**config.mk**
```make
export PLATFORM = sky130hd
export DESIGN_NAME = led_flash_sink_controller
export DESIGN_NICKNAME = d
export VERILOG_FILES = /design/src/core/led_sink_pkg.sv /design/src/core/led_flash_sink_controller.sv
export VERILOG_INCLUDE_DIRS = /design/src /design/src/core
export SDC_FILE = /design/constraint.sdc
export NUM_CORES = 1
export LEC_CHECK = 0
export BUFFER_PORTS_ARGS = -buffer_cell sky130_fd_sc_hd__buf_2
export CAP_MARGIN = 20
export CORE_ASPECT_RATIO = 0.6
export CORE_MARGIN = 2
export CORE_UTILIZATION = 55
export DETAILED_ROUTE_END_ITERATION = 12
export GPL_ROUTABILITY_DRIVEN = 1
export PLACE_DENSITY = 0.76
export SYNTH_ARGS = -nofsm -noshare
export SYNTH_HDL_FRONTEND = slang
export SYNTH_SLANG_ARGS = --single-unit
```
**constraint.sdc**
```tcl
create_clock -name pclk -period 12.59 [get_ports pclk]
set_input_delay 1.259 -clock pclk [delete_from_list [all_inputs] [get_ports pclk]]
set_output_delay 1.259 -clock pclk [all_outputs]
set_load 0.05 [all_outputs]
```
**src/core/led_sink_map.svh**
```systemverilog
// Register offsets, field positions, reset values and timing figures of the sink controller
`ifndef LED_SINK_MAP_SVH
`define LED_SINK_MAP_SVH

// ----------------------------------------------------------------
// Register map (index = printed offset, byte address = 4 * index)
// ----------------------------------------------------------------
`define DRV_INDEX        12'h0AC
`define FC_INDEX         12'h0AD
`define DRV_ADDR         (`DRV_INDEX * 12'h004)
`define FC_ADDR          (`FC_INDEX * 12'h004)
`define FC_RESET         16'h0000
`define DRV_RESET        16'h0000

// ----------------------------------------------------------------
// Field positions
// ----------------------------------------------------------------
`define FC_MODE_BIT      15
`define FC_SRC_BIT       14
`define FC_DRIVE_BIT     13
`define FC_RATE_BIT      12
`define FC_DUR_LSB       8
`define FC_OFF_LSB       4
`define FC_ON_LSB        0
`define DRV_ENA_BIT      15
`define DRV_HIB_BIT      12
`define DRV_ISEL_LSB     0

// ----------------------------------------------------------------
// Timing figures as printed, and the clock rate
// ----------------------------------------------------------------
`define CLK_KHZ          125000
`define FLASH_DUR0_MS    32
`define FLASH_DUR1_MS    64
`define FLASH_DUR2_MS    96
`define FLASH_DUR3_MS    1024
`define REPEAT_MS        4000
`define LED_RAMP1_US     250000
`define LED_RAMP2_US     500000
`define LED_RAMP3_US     1000000
`define FL_RAMP1_US      1950
`define FL_RAMP2_US      3910
`define FL_RAMP3_US      7800
`define RAMP_STEPS       256

`endif

```
**src/core/led_sink_pkg.sv**
```systemverilog
// Types shared by the sink controller
package led_sink_pkg;

  // ----------------------------------------------------------------
  // Register layouts and flash timer state
  // ----------------------------------------------------------------
  typedef struct packed {
    logic       sink_function_select;
    logic       flash_trigger_source;
    logic       sink_drive_bit;
    logic       flash_repeat_select;
    logic [1:0] rsv_11_10;
    logic [1:0] flash_length_field;
    logic [1:0] rsv_7_6;
    logic [1:0] switch_off_ramp_field;
    logic [1:0] rsv_3_2;
    logic [1:0] switch_on_ramp_field;
  } flash_ctrl_t;

  typedef struct packed {
    logic       sink_master_enable;
    logic [1:0] rsv_14_13;
    logic       sink_hibernate_behaviour;
    logic [5:0] rsv_11_6;
    logic [5:0] sink_level_select;
  } sink_drv_t;

  typedef enum logic [0:0] {
    FLASH_IDLE,
    FLASH_ON
  } flash_state_t;

endpackage : led_sink_pkg

```
**src/core/led_flash_sink_controller.sv**
```systemverilog
// LED / photo-flash current sink controller with APB register access
// Overview of operation
// Bit 15 of flash control picks steady LED (0) or timed flash (1).
// Bit 14 picks flash trigger: drive bit (0) or GPIO flash input (1).
// In LED mode the drive bit switches the sink on or off.
// Drive bit rising starts a flash; hardware clears it when flash ends.
// With GPIO trigger selected, drive bit writes do not trigger flashes.
// Bit 12 selects one flash per trigger or internal retrigger every 4 s.
// Bits 9:8 set flash length 32, 64, 96 or 1024 ms.
// LED mode off ramp bits 5:4: none, 0.25 s, 0.5 s, 1 s.
// Flash mode off ramp: none, 1.95 ms, 3.91 ms, 7.8 ms.
// On ramp bits 1:0 use the same encoding as the off ramp.
// Normal repetition gives exactly one flash per trigger from either source.
// Driver bit 15 master enable gates the sink; no current without it.
// Driver bit 12: sink off in hibernate (0) or as active (1).
// Nonzero ramps step current monotonically; instant setting jumps in one step.
// Power state machine reset returns all flash control fields to zero.
//
// Added by the designer: the APB slave port.
`timescale 1ns/1ps
`include "led_sink_map.svh"

module led_flash_sink_controller #(
  parameter int ADDR_W      = 12,
  parameter int FLASH0_CYC  = `FLASH_DUR0_MS * `CLK_KHZ,
  // Longer lengths follow the shortest by whole-number ratios,
  // so shrinking FLASH0_CYC shrinks all four in proportion
  parameter int FLASH1_CYC  = FLASH0_CYC * (`FLASH_DUR1_MS / `FLASH_DUR0_MS),
  parameter int FLASH2_CYC  = FLASH0_CYC * (`FLASH_DUR2_MS / `FLASH_DUR0_MS),
  parameter int FLASH3_CYC  = FLASH0_CYC * (`FLASH_DUR3_MS / `FLASH_DUR0_MS),
  parameter int REPEAT_CYC  = `REPEAT_MS * `CLK_KHZ,
  parameter int LED_STEP1   = (`LED_RAMP1_US / 1000) * `CLK_KHZ / `RAMP_STEPS,
  parameter int LED_STEP2   = (`LED_RAMP2_US / 1000) * `CLK_KHZ / `RAMP_STEPS,
  parameter int LED_STEP3   = (`LED_RAMP3_US / 1000) * `CLK_KHZ / `RAMP_STEPS,
  parameter int FL_STEP1    = `FL_RAMP1_US * (`CLK_KHZ / 1000) / `RAMP_STEPS,
  parameter int FL_STEP2    = `FL_RAMP2_US * (`CLK_KHZ / 1000) / `RAMP_STEPS,
  parameter int FL_STEP3    = `FL_RAMP3_US * (`CLK_KHZ / 1000) / `RAMP_STEPS
) (
  // Clock and reset
  input  wire logic              pclk,
  input  wire logic              presetn,
  // APB slave
  input  wire logic              psel,
  input  wire logic              penable,
  input  wire logic              pwrite,
  input  wire logic [ADDR_W-1:0] paddr,
  input  wire logic [31:0]       pwdata,
  output logic      [31:0]       prdata,
  output logic                   pready,
  output logic                   pslverr,
  // System
  input  wire logic              pm_reset,
  input  wire logic              hibernate,
  input  wire logic              gpio_flash_in,
  // Sink
  output logic      [5:0]        sink_a_pin_level,
  output logic                   sink_a_pin_on
);

  // ----------------------------------------------------------------
  // State
  // ----------------------------------------------------------------
  typedef struct packed {
    led_sink_pkg::flash_ctrl_t  fc;
    led_sink_pkg::sink_drv_t    drv;
    led_sink_pkg::flash_state_t fstate;
    logic [31:0]                flash_cnt;
    logic [31:0]                rep_cnt;
    logic [31:0]                step_cnt;
    logic [8:0]                 frac;
    logic                       gpio_prev;
    logic [31:0]                prdata;
    logic                       pready;
    logic                       pslverr;
    logic [5:0]                 level;
    logic                       on;
  } state_t;

  state_t st_reg;
  state_t st_next;

  localparam logic [8:0] FRAC_FULL = 9'h100;

  // ----------------------------------------------------------------
  // Helpers
  // ----------------------------------------------------------------
  // Cycle count of each flash length code
  function automatic logic [31:0] flash_len(input logic [1:0] code);
    case (code)
      2'h0:    flash_len = 32'(FLASH0_CYC);
      2'h1:    flash_len = 32'(FLASH1_CYC);
      2'h2:    flash_len = 32'(FLASH2_CYC);
      default: flash_len = 32'(FLASH3_CYC);
    endcase
  endfunction : flash_len

  // Zero means instant; otherwise cycles per one of the ramp steps
  function automatic logic [31:0] ramp_step(input logic mode, input logic [1:0] code);
    case ({mode, code})
      3'h1:    ramp_step = 32'(LED_STEP1);
      3'h2:    ramp_step = 32'(LED_STEP2);
      3'h3:    ramp_step = 32'(LED_STEP3);
      3'h5:    ramp_step = 32'(FL_STEP1);
      3'h6:    ramp_step = 32'(FL_STEP2);
      3'h7:    ramp_step = 32'(FL_STEP3);
      default: ramp_step = 32'h0000_0000;
    endcase
  endfunction : ramp_step

  // ----------------------------------------------------------------
  // Next-state logic
  // ----------------------------------------------------------------
  logic                      wr_acc;
  logic                      rd_setup;
  logic                      hit_fc;
  logic                      hit_drv;
  logic                      trig;
  logic                      drive_rise;
  logic                      gpio_rise;
  logic                      rep_fire;
  logic                      want_on;
  logic                      gated_off;
  logic [31:0]               step_len;
  logic [14:0]               scaled;
  led_sink_pkg::flash_ctrl_t fc_wr;

  always_comb
  begin
    st_next    = st_reg;
    hit_fc     = (paddr == ADDR_W'(`FC_ADDR));
    hit_drv    = (paddr == ADDR_W'(`DRV_ADDR));
    rd_setup   = psel & ~penable;
    wr_acc     = psel & penable & pwrite & st_reg.pready;
    fc_wr      = led_sink_pkg::flash_ctrl_t'(pwdata[15:0]);
    drive_rise = 1'b0;
    gpio_rise  = 1'b0;
    rep_fire   = 1'b0;
    trig       = 1'b0;
    want_on    = 1'b0;
    gated_off  = 1'b0;
    step_len   = 32'h0000_0000;
    scaled     = 15'h0000;

    // ------------------------------------------------------------
    // APB: setup cycle prepares a one-cycle access phase
    // ------------------------------------------------------------
    st_next.pready  = rd_setup;
    st_next.pslverr = rd_setup & ~(hit_fc | hit_drv);
    // Read data stands only in the access cycle of a read, zero otherwise
    st_next.prdata  = 32'h0000_0000;
    if (rd_setup && !pwrite)
    begin
      if (hit_fc)
        st_next.prdata = {16'h0000, st_reg.fc};
      else if (hit_drv)
        st_next.prdata = {16'h0000, st_reg.drv};
    end

    // ------------------------------------------------------------
    // Register writes
    // ------------------------------------------------------------
    // Reserved bits are dropped on write and read back as zero
    if (wr_acc && hit_fc)
    begin
      st_next.fc = fc_wr;
      st_next.fc.rsv_11_10 = 2'h0;
      st_next.fc.rsv_7_6   = 2'h0;
      st_next.fc.rsv_3_2   = 2'h0;
      drive_rise = fc_wr.sink_drive_bit & ~st_reg.fc.sink_drive_bit;
    end
    if (wr_acc && hit_drv)
    begin
      st_next.drv = led_sink_pkg::sink_drv_t'(pwdata[15:0]);
      st_next.drv.rsv_14_13 = 2'h0;
      st_next.drv.rsv_11_6  = 6'h00;
    end

    // ------------------------------------------------------------
    // Trigger selection, only meaningful in flash mode
    // ------------------------------------------------------------
    // Previous-cycle compare; the pin is already synchronous to pclk
    gpio_rise         = gpio_flash_in & ~st_reg.gpio_prev;
    st_next.gpio_prev = gpio_flash_in;
    // Repeat period counts from entering flash mode with repeat on
    if (st_reg.fc.sink_function_select && st_reg.fc.flash_repeat_select)
    begin
      if (st_reg.rep_cnt >= 32'(REPEAT_CYC - 1))
      begin
        st_next.rep_cnt = 32'h0000_0000;
        rep_fire = 1'b1;
      end
      else
        st_next.rep_cnt = st_reg.rep_cnt + 32'h0000_0001;
    end
    else
      st_next.rep_cnt = 32'h0000_0000;

    // Settings in force before this cycle decide, so set flash mode before raising drive
    if (st_reg.fc.sink_function_select)
    begin
      if (st_reg.fc.flash_trigger_source)
        trig = gpio_rise;
      else
        trig = drive_rise;
      trig = trig | rep_fire;
    end

    // ------------------------------------------------------------
    // Flash timer; a trigger during a flash is ignored, one flash per trigger
    // ------------------------------------------------------------
    case (st_reg.fstate)
      led_sink_pkg::FLASH_IDLE:
      begin
        if (trig)
        begin
          st_next.fstate    = led_sink_pkg::FLASH_ON;
          // Loaded with one less, so the active state lasts exactly the length
          st_next.flash_cnt = flash_len(st_reg.fc.flash_length_field) - 32'h0000_0001;
        end
      end
      led_sink_pkg::FLASH_ON:
      begin
        if (!st_reg.fc.sink_function_select)
          st_next.fstate = led_sink_pkg::FLASH_IDLE;
        else if (st_reg.flash_cnt == 32'h0000_0000)
        begin
          st_next.fstate = led_sink_pkg::FLASH_IDLE;
          // Self-clear loses to a write of one landing in the same cycle
          if (!(wr_acc && hit_fc && fc_wr.sink_drive_bit) &&
              !st_reg.fc.flash_trigger_source)
            st_next.fc.sink_drive_bit = 1'b0;
        end
        else
          st_next.flash_cnt = st_reg.flash_cnt - 32'h0000_0001;
      end
      default: st_next.fstate = led_sink_pkg::FLASH_IDLE;
    endcase

    // ------------------------------------------------------------
    // Sink request and gating
    // ------------------------------------------------------------
    if (st_reg.fc.sink_function_select)
      want_on = (st_reg.fstate == led_sink_pkg::FLASH_ON);
    else
      want_on = st_reg.fc.sink_drive_bit;
    gated_off = ~st_reg.drv.sink_master_enable |
                (hibernate & ~st_reg.drv.sink_hibernate_behaviour);

    // ------------------------------------------------------------
    // Ramp: one unit of frac per step period, toward full or zero
    // ------------------------------------------------------------
    if (want_on)
      step_len = ramp_step(st_reg.fc.sink_function_select,
                           st_reg.fc.switch_on_ramp_field);
    else
      step_len = ramp_step(st_reg.fc.sink_function_select,
                           st_reg.fc.switch_off_ramp_field);

    if (gated_off)
    begin
      // Disabling cuts current at once; a ramp would leak current past the gate
      st_next.frac     = 9'h000;
      st_next.step_cnt = 32'h0000_0000;
    end
    else if ((want_on && st_reg.frac == FRAC_FULL) || (!want_on && st_reg.frac == 9'h000))
      st_next.step_cnt = 32'h0000_0000;
    else if (step_len == 32'h0000_0000)
    begin
      st_next.frac     = want_on ? FRAC_FULL : 9'h000;
      st_next.step_cnt = 32'h0000_0000;
    end
    else if (st_reg.step_cnt >= step_len - 32'h0000_0001)
    begin
      st_next.step_cnt = 32'h0000_0000;
      st_next.frac     = want_on ? st_reg.frac + 9'h001 : st_reg.frac - 9'h001;
    end
    else
      st_next.step_cnt = st_reg.step_cnt + 32'h0000_0001;

    // ------------------------------------------------------------
    // Output level: programmed code scaled by the ramp fraction
    // ------------------------------------------------------------
    scaled = 15'(st_reg.drv.sink_level_select) * 15'(st_reg.frac);
    // A gated sink shows no stale code in the cycle its on flag drops
    if (gated_off)
      st_next.level = 6'h00;
    else if (st_reg.frac == FRAC_FULL)
      st_next.level = st_reg.drv.sink_level_select;
    else
      st_next.level = scaled[13:8];
    st_next.on = ~gated_off & (st_reg.frac != 9'h000);

    // ------------------------------------------------------------
    // Power state machine reset clears both registers and all sequencing
    // ------------------------------------------------------------
    if (pm_reset)
    begin
      st_next.fc        = led_sink_pkg::flash_ctrl_t'(`FC_RESET);
      st_next.drv       = led_sink_pkg::sink_drv_t'(`DRV_RESET);
      st_next.fstate    = led_sink_pkg::FLASH_IDLE;
      st_next.flash_cnt = 32'h0000_0000;
      st_next.rep_cnt   = 32'h0000_0000;
      st_next.step_cnt  = 32'h0000_0000;
      st_next.frac      = 9'h000;
      st_next.level     = 6'h00;
      st_next.on        = 1'b0;
    end
  end

  // ----------------------------------------------------------------
  // State register
  // ----------------------------------------------------------------
  // Whole state registered together, so every output comes straight from a flop
  always_ff @(posedge pclk or negedge presetn)
  begin
    if (!presetn)
    begin
      st_reg.fc        <= led_sink_pkg::flash_ctrl_t'(`FC_RESET);
      st_reg.drv       <= led_sink_pkg::sink_drv_t'(`DRV_RESET);
      st_reg.fstate    <= led_sink_pkg::FLASH_IDLE;
      st_reg.flash_cnt <= 32'h0000_0000;
      st_reg.rep_cnt   <= 32'h0000_0000;
      st_reg.step_cnt  <= 32'h0000_0000;
      st_reg.frac      <= 9'h000;
      st_reg.gpio_prev <= 1'b0;
      st_reg.prdata    <= 32'h0000_0000;
      st_reg.pready    <= 1'b0;
      st_reg.pslverr   <= 1'b0;
      st_reg.level     <= 6'h00;
      st_reg.on        <= 1'b0;
    end
    else
      st_reg <= st_next;
  end

  // ----------------------------------------------------------------
  // Outputs
  // ----------------------------------------------------------------
  assign prdata           = st_reg.prdata;
  assign pready           = st_reg.pready;
  assign pslverr          = st_reg.pslverr;
  assign sink_a_pin_level = st_reg.level;
  assign sink_a_pin_on    = st_reg.on;

endmodule : led_flash_sink_controller

```
==> results.py <==
metrics = {
    "cells_and_area": {
        "syn_to_final_growth_pct": 7.86,
        "largest_register_ff_count": 125,
        "final_common_cell": "nor2_1",
        "seq_area_sq_mm": 0.00368,
        "instances_no_fill": 1408,
        "antenna_cells": 0,
        "mostFrequentLayoutCells": "nor2_1 (150), dfrtp_1 (147), nand2_1 (110)",
        "fillCellCount": 1540,
        "multi_input_area_sq_mm": 0.00595,
        "nNetsFinal": 1307,
        "drive_gt1_frac": 0.110,
    },
    "global_routing": {
        "grt_max_degree": 76,
        "antenna_found_initial": 0,
        "grt_use_total": 0.234,
        "grt_pass1_vias": 7529,
        "overflow": 0,
        "grt_pass1_wl_microns": 38100,
    },
    "die": {
        "die_h_microns": 110,
        "start_util": 0.569,
        "core_sq_mm": 0.0183,
        "die_x_microns": 181,
        "fp-row-count": 38,
        "dieArea_sq_mm": 0.0200,
        "ios": 93,
    },
    "place": {
        "placed_cells": 1375,
        "dpl.hpwl_microns": 16200,
        "port-buffer-count": 56,
        "routabilityCongestion": 0.863,
    },
    "worst_setup_path": {
        "path_cells": "inv_1 > nor2_1 > mux2_2 > a22o_1 > inv_1 > ha_1 > and2_1 > a21oi_1 > and2_1 > ha_1 > and3_1 > a211o_1 > o221ai_1 > a31oi_1 > o31ai_1 > nand3_1 > or3_1 > buf_8 > nor2_1",
        "crit_arrival_ps": 6120,
        "cp_top_family": "simple AND/OR/NAND/NOR gates",
        "critPathBufInv": 3,
        "slowest_delay_ps": 690,
        "crit_type": "reg -> reg",
        "crit_path_top_delay_cell": "dfrtp_1",
        "startpoint_type": "flip-flop",
        "cp.required_ps": 12950,
        "end_kind": "flip-flop",
        "crit_fanout": 17,
    },
    "synthesis": {
        "yosysWarnings": 0,
        "async_reset_ff_frac": 1.00,
        "syn_inst": 1143,
        "netlist_area_sq_mm": 0.0104,
        "yosysSeqAreaShare": 0.354,
        "synthFlopType": "dfrtp_1",
        "avgSynthCellArea_sq_um": 9.08,
        "ys_types": 81,
        "synth-edff-count": 0,
        "synth_seq_cells": 147,
    },
    "timing": {
        "tns_ps": 0,
        "post-route-min-period_ps": 5760,
        "max_freq_mhz": 174,
        "setup_viol": 0,
        "slew_headroom": 0.291,
        "final_max_slew_viol_count": 0,
        "tightest_slew_ps": 1060,
        "final.period_utilization": 0.458,
        "fin_skew_ps": 10.2,
        "hold_viol_final": 0,
        "rsz0062_at_grt": "no",
    },
    "detailed_routing": {
        "dr.pass1.iters": 6,
        "detail-route-antenna-nets": 0,
        "drc": 0,
        "wire_per_inst_microns": 16.0,
        "routed_wl_microns": 22500,
        "drt_iter0_markers": 750,
        "via_per_inst": 5.73,
        "vias": 8063,
    },
    "pwr": {
        "leakage_nw": 5.57,
        "power_density_mw_per_mm2": 92.4,
        "max-vdd-ir-drop_v": 0.0000894,
    },
    "clock_tree": {
        "cts_setup_buffers": 0,
        "numClockSinks": 147,
        "numCtsBuffers": 17,
        "root_buffer": "clkbuf_16",
        "clkLatencyLatePin_ps": 430,
        "clock_path_buffers": 2,
        "cts_tree": "yes",
        "cts_resized": 0,
        "cts_hold_buf": 0,
        "clk_pin_slew_worst_paths_ps": 60,
        "htreeDepth": 4,
    },
    "worst_hold_path": {
        "hold_path_class": "reg -> reg",
    },
    "job": {
        "max_cap_violations": 0,
    },
    "run_status": {
        "status": "complete, no violations",
    },
}
## cell usage after synthesis, drive strengths merged, types with 3 or more instances
master	count	area [sq um]
dfrtp	147	3680
nand4	18	113
o211ai	5	51.3
nand2b	4	25.0
o221ai	3	26.3
or4	7	67.6
nand3	35	175
or3	21	146
nor4	11	96.3
xnor2	43	377
o31ai	8	65.1
o21bai	4	33.8
clkbuf	40	150
mux2	4	45.0
nor2	151	583
o2bb2ai	6	52.6
nand3b	3	22.5
xor2	39	342
a22o	9	78.8
buf	49	364
and2	19	119
fa	28	561
a21oi	39	203
ha	72	901
nor3	25	156
o311ai	3	26.3
a211oi	7	65.1
nand2	111	424
a21o	11	83.8
inv	83	314
a31oi	8	50.1
o21ai	36	180
mux2i	30	300
or2	3	18.8
and3	15	93.8
o31a	3	26.3
nor2b	7	43.8
## per-layer routing
metal,share of wire,track usage,vias up
met3,0.058,0.0432,21
li1,-,-,3858
met2,0.41,0.318,267
met5,0,0,-
met1,0.52,0.374,3917
met4,0.014,0.0645,0
## path summary, 6_finish.rpt
check,start,endpoint,slack [ps],depth (start not counted)
min in group asynchronous,presetn,sink_a_pin_level[2]$_DFF_PN0_,840,1
setup / recovery,st_reg[179]$_DFFE_PN0P_,st_reg[62]$_DFF_PN0_,6830,19
hold reg to reg,st_reg[83]$_DFF_PN0_,st_reg[83]$_DFF_PN0_,500,1
setup reg to reg,st_reg[179]$_DFFE_PN0P_,st_reg[62]$_DFF_PN0_,6830,19
max in group asynchronous,presetn,st_reg[60]$_DFF_PN0_,10350,2
hold / removal,st_reg[83]$_DFF_PN0_,st_reg[83]$_DFF_PN0_,500,1
## report_power, final
part / leakage (nW) / switching [W] / internal (W)
sequential: 2.04 / 0.000000363 / 0.000473
combinational: 3.24 / 0.0000305 / 0.00000659
clock: 0.291 / 0.000221 / 0.000303
## logic make-up after synthesis
family / Yosys count / share of synthesized area
AO/OA/AOI/OAI: 166 / 0.112
XOR/XNOR: 82 / 0.0692
other: 1 / 0.000361
flip-flops: 147 / 0.354
adder cells (fa/ha/maj): 100 / 0.141
multiplexers: 34 / 0.0333
AND/OR/NAND/NOR: 441 / 0.210
buffers and inverters: 172 / 0.0798
## layout make-up
cell class,count,share of cell area
Multi-Input combinational cell,843,0.531
Sequential cell,147,0.328
Clock buffer,18,0.0392
Timing Repair Buffer,63,0.0316
Inverter,83,0.0280
Tap cell,240,0.0268
Clock inverter,14,0.0147
## metrics by stage
stage | setup WS [ps] | util | area (sq um) | hold slack, ps | total power, W
finish | 6830 | 0.613 | 11200 | 498 | 0.00103
global placement | 6980 | 0.579 | 10600 | 473 | 0.000520
detailed placement | 6900 | 0.579 | 10600 | 484 | 0.000521
floorplan | 8370 | - | 10500 | 445 | 0.000508
global route | 6490 | 0.613 | 11200 | 530 | 0.00107
CTS | 6840 | 0.613 | 11200 | 493 | 0.00104
(Power assumes the default switching activity.)
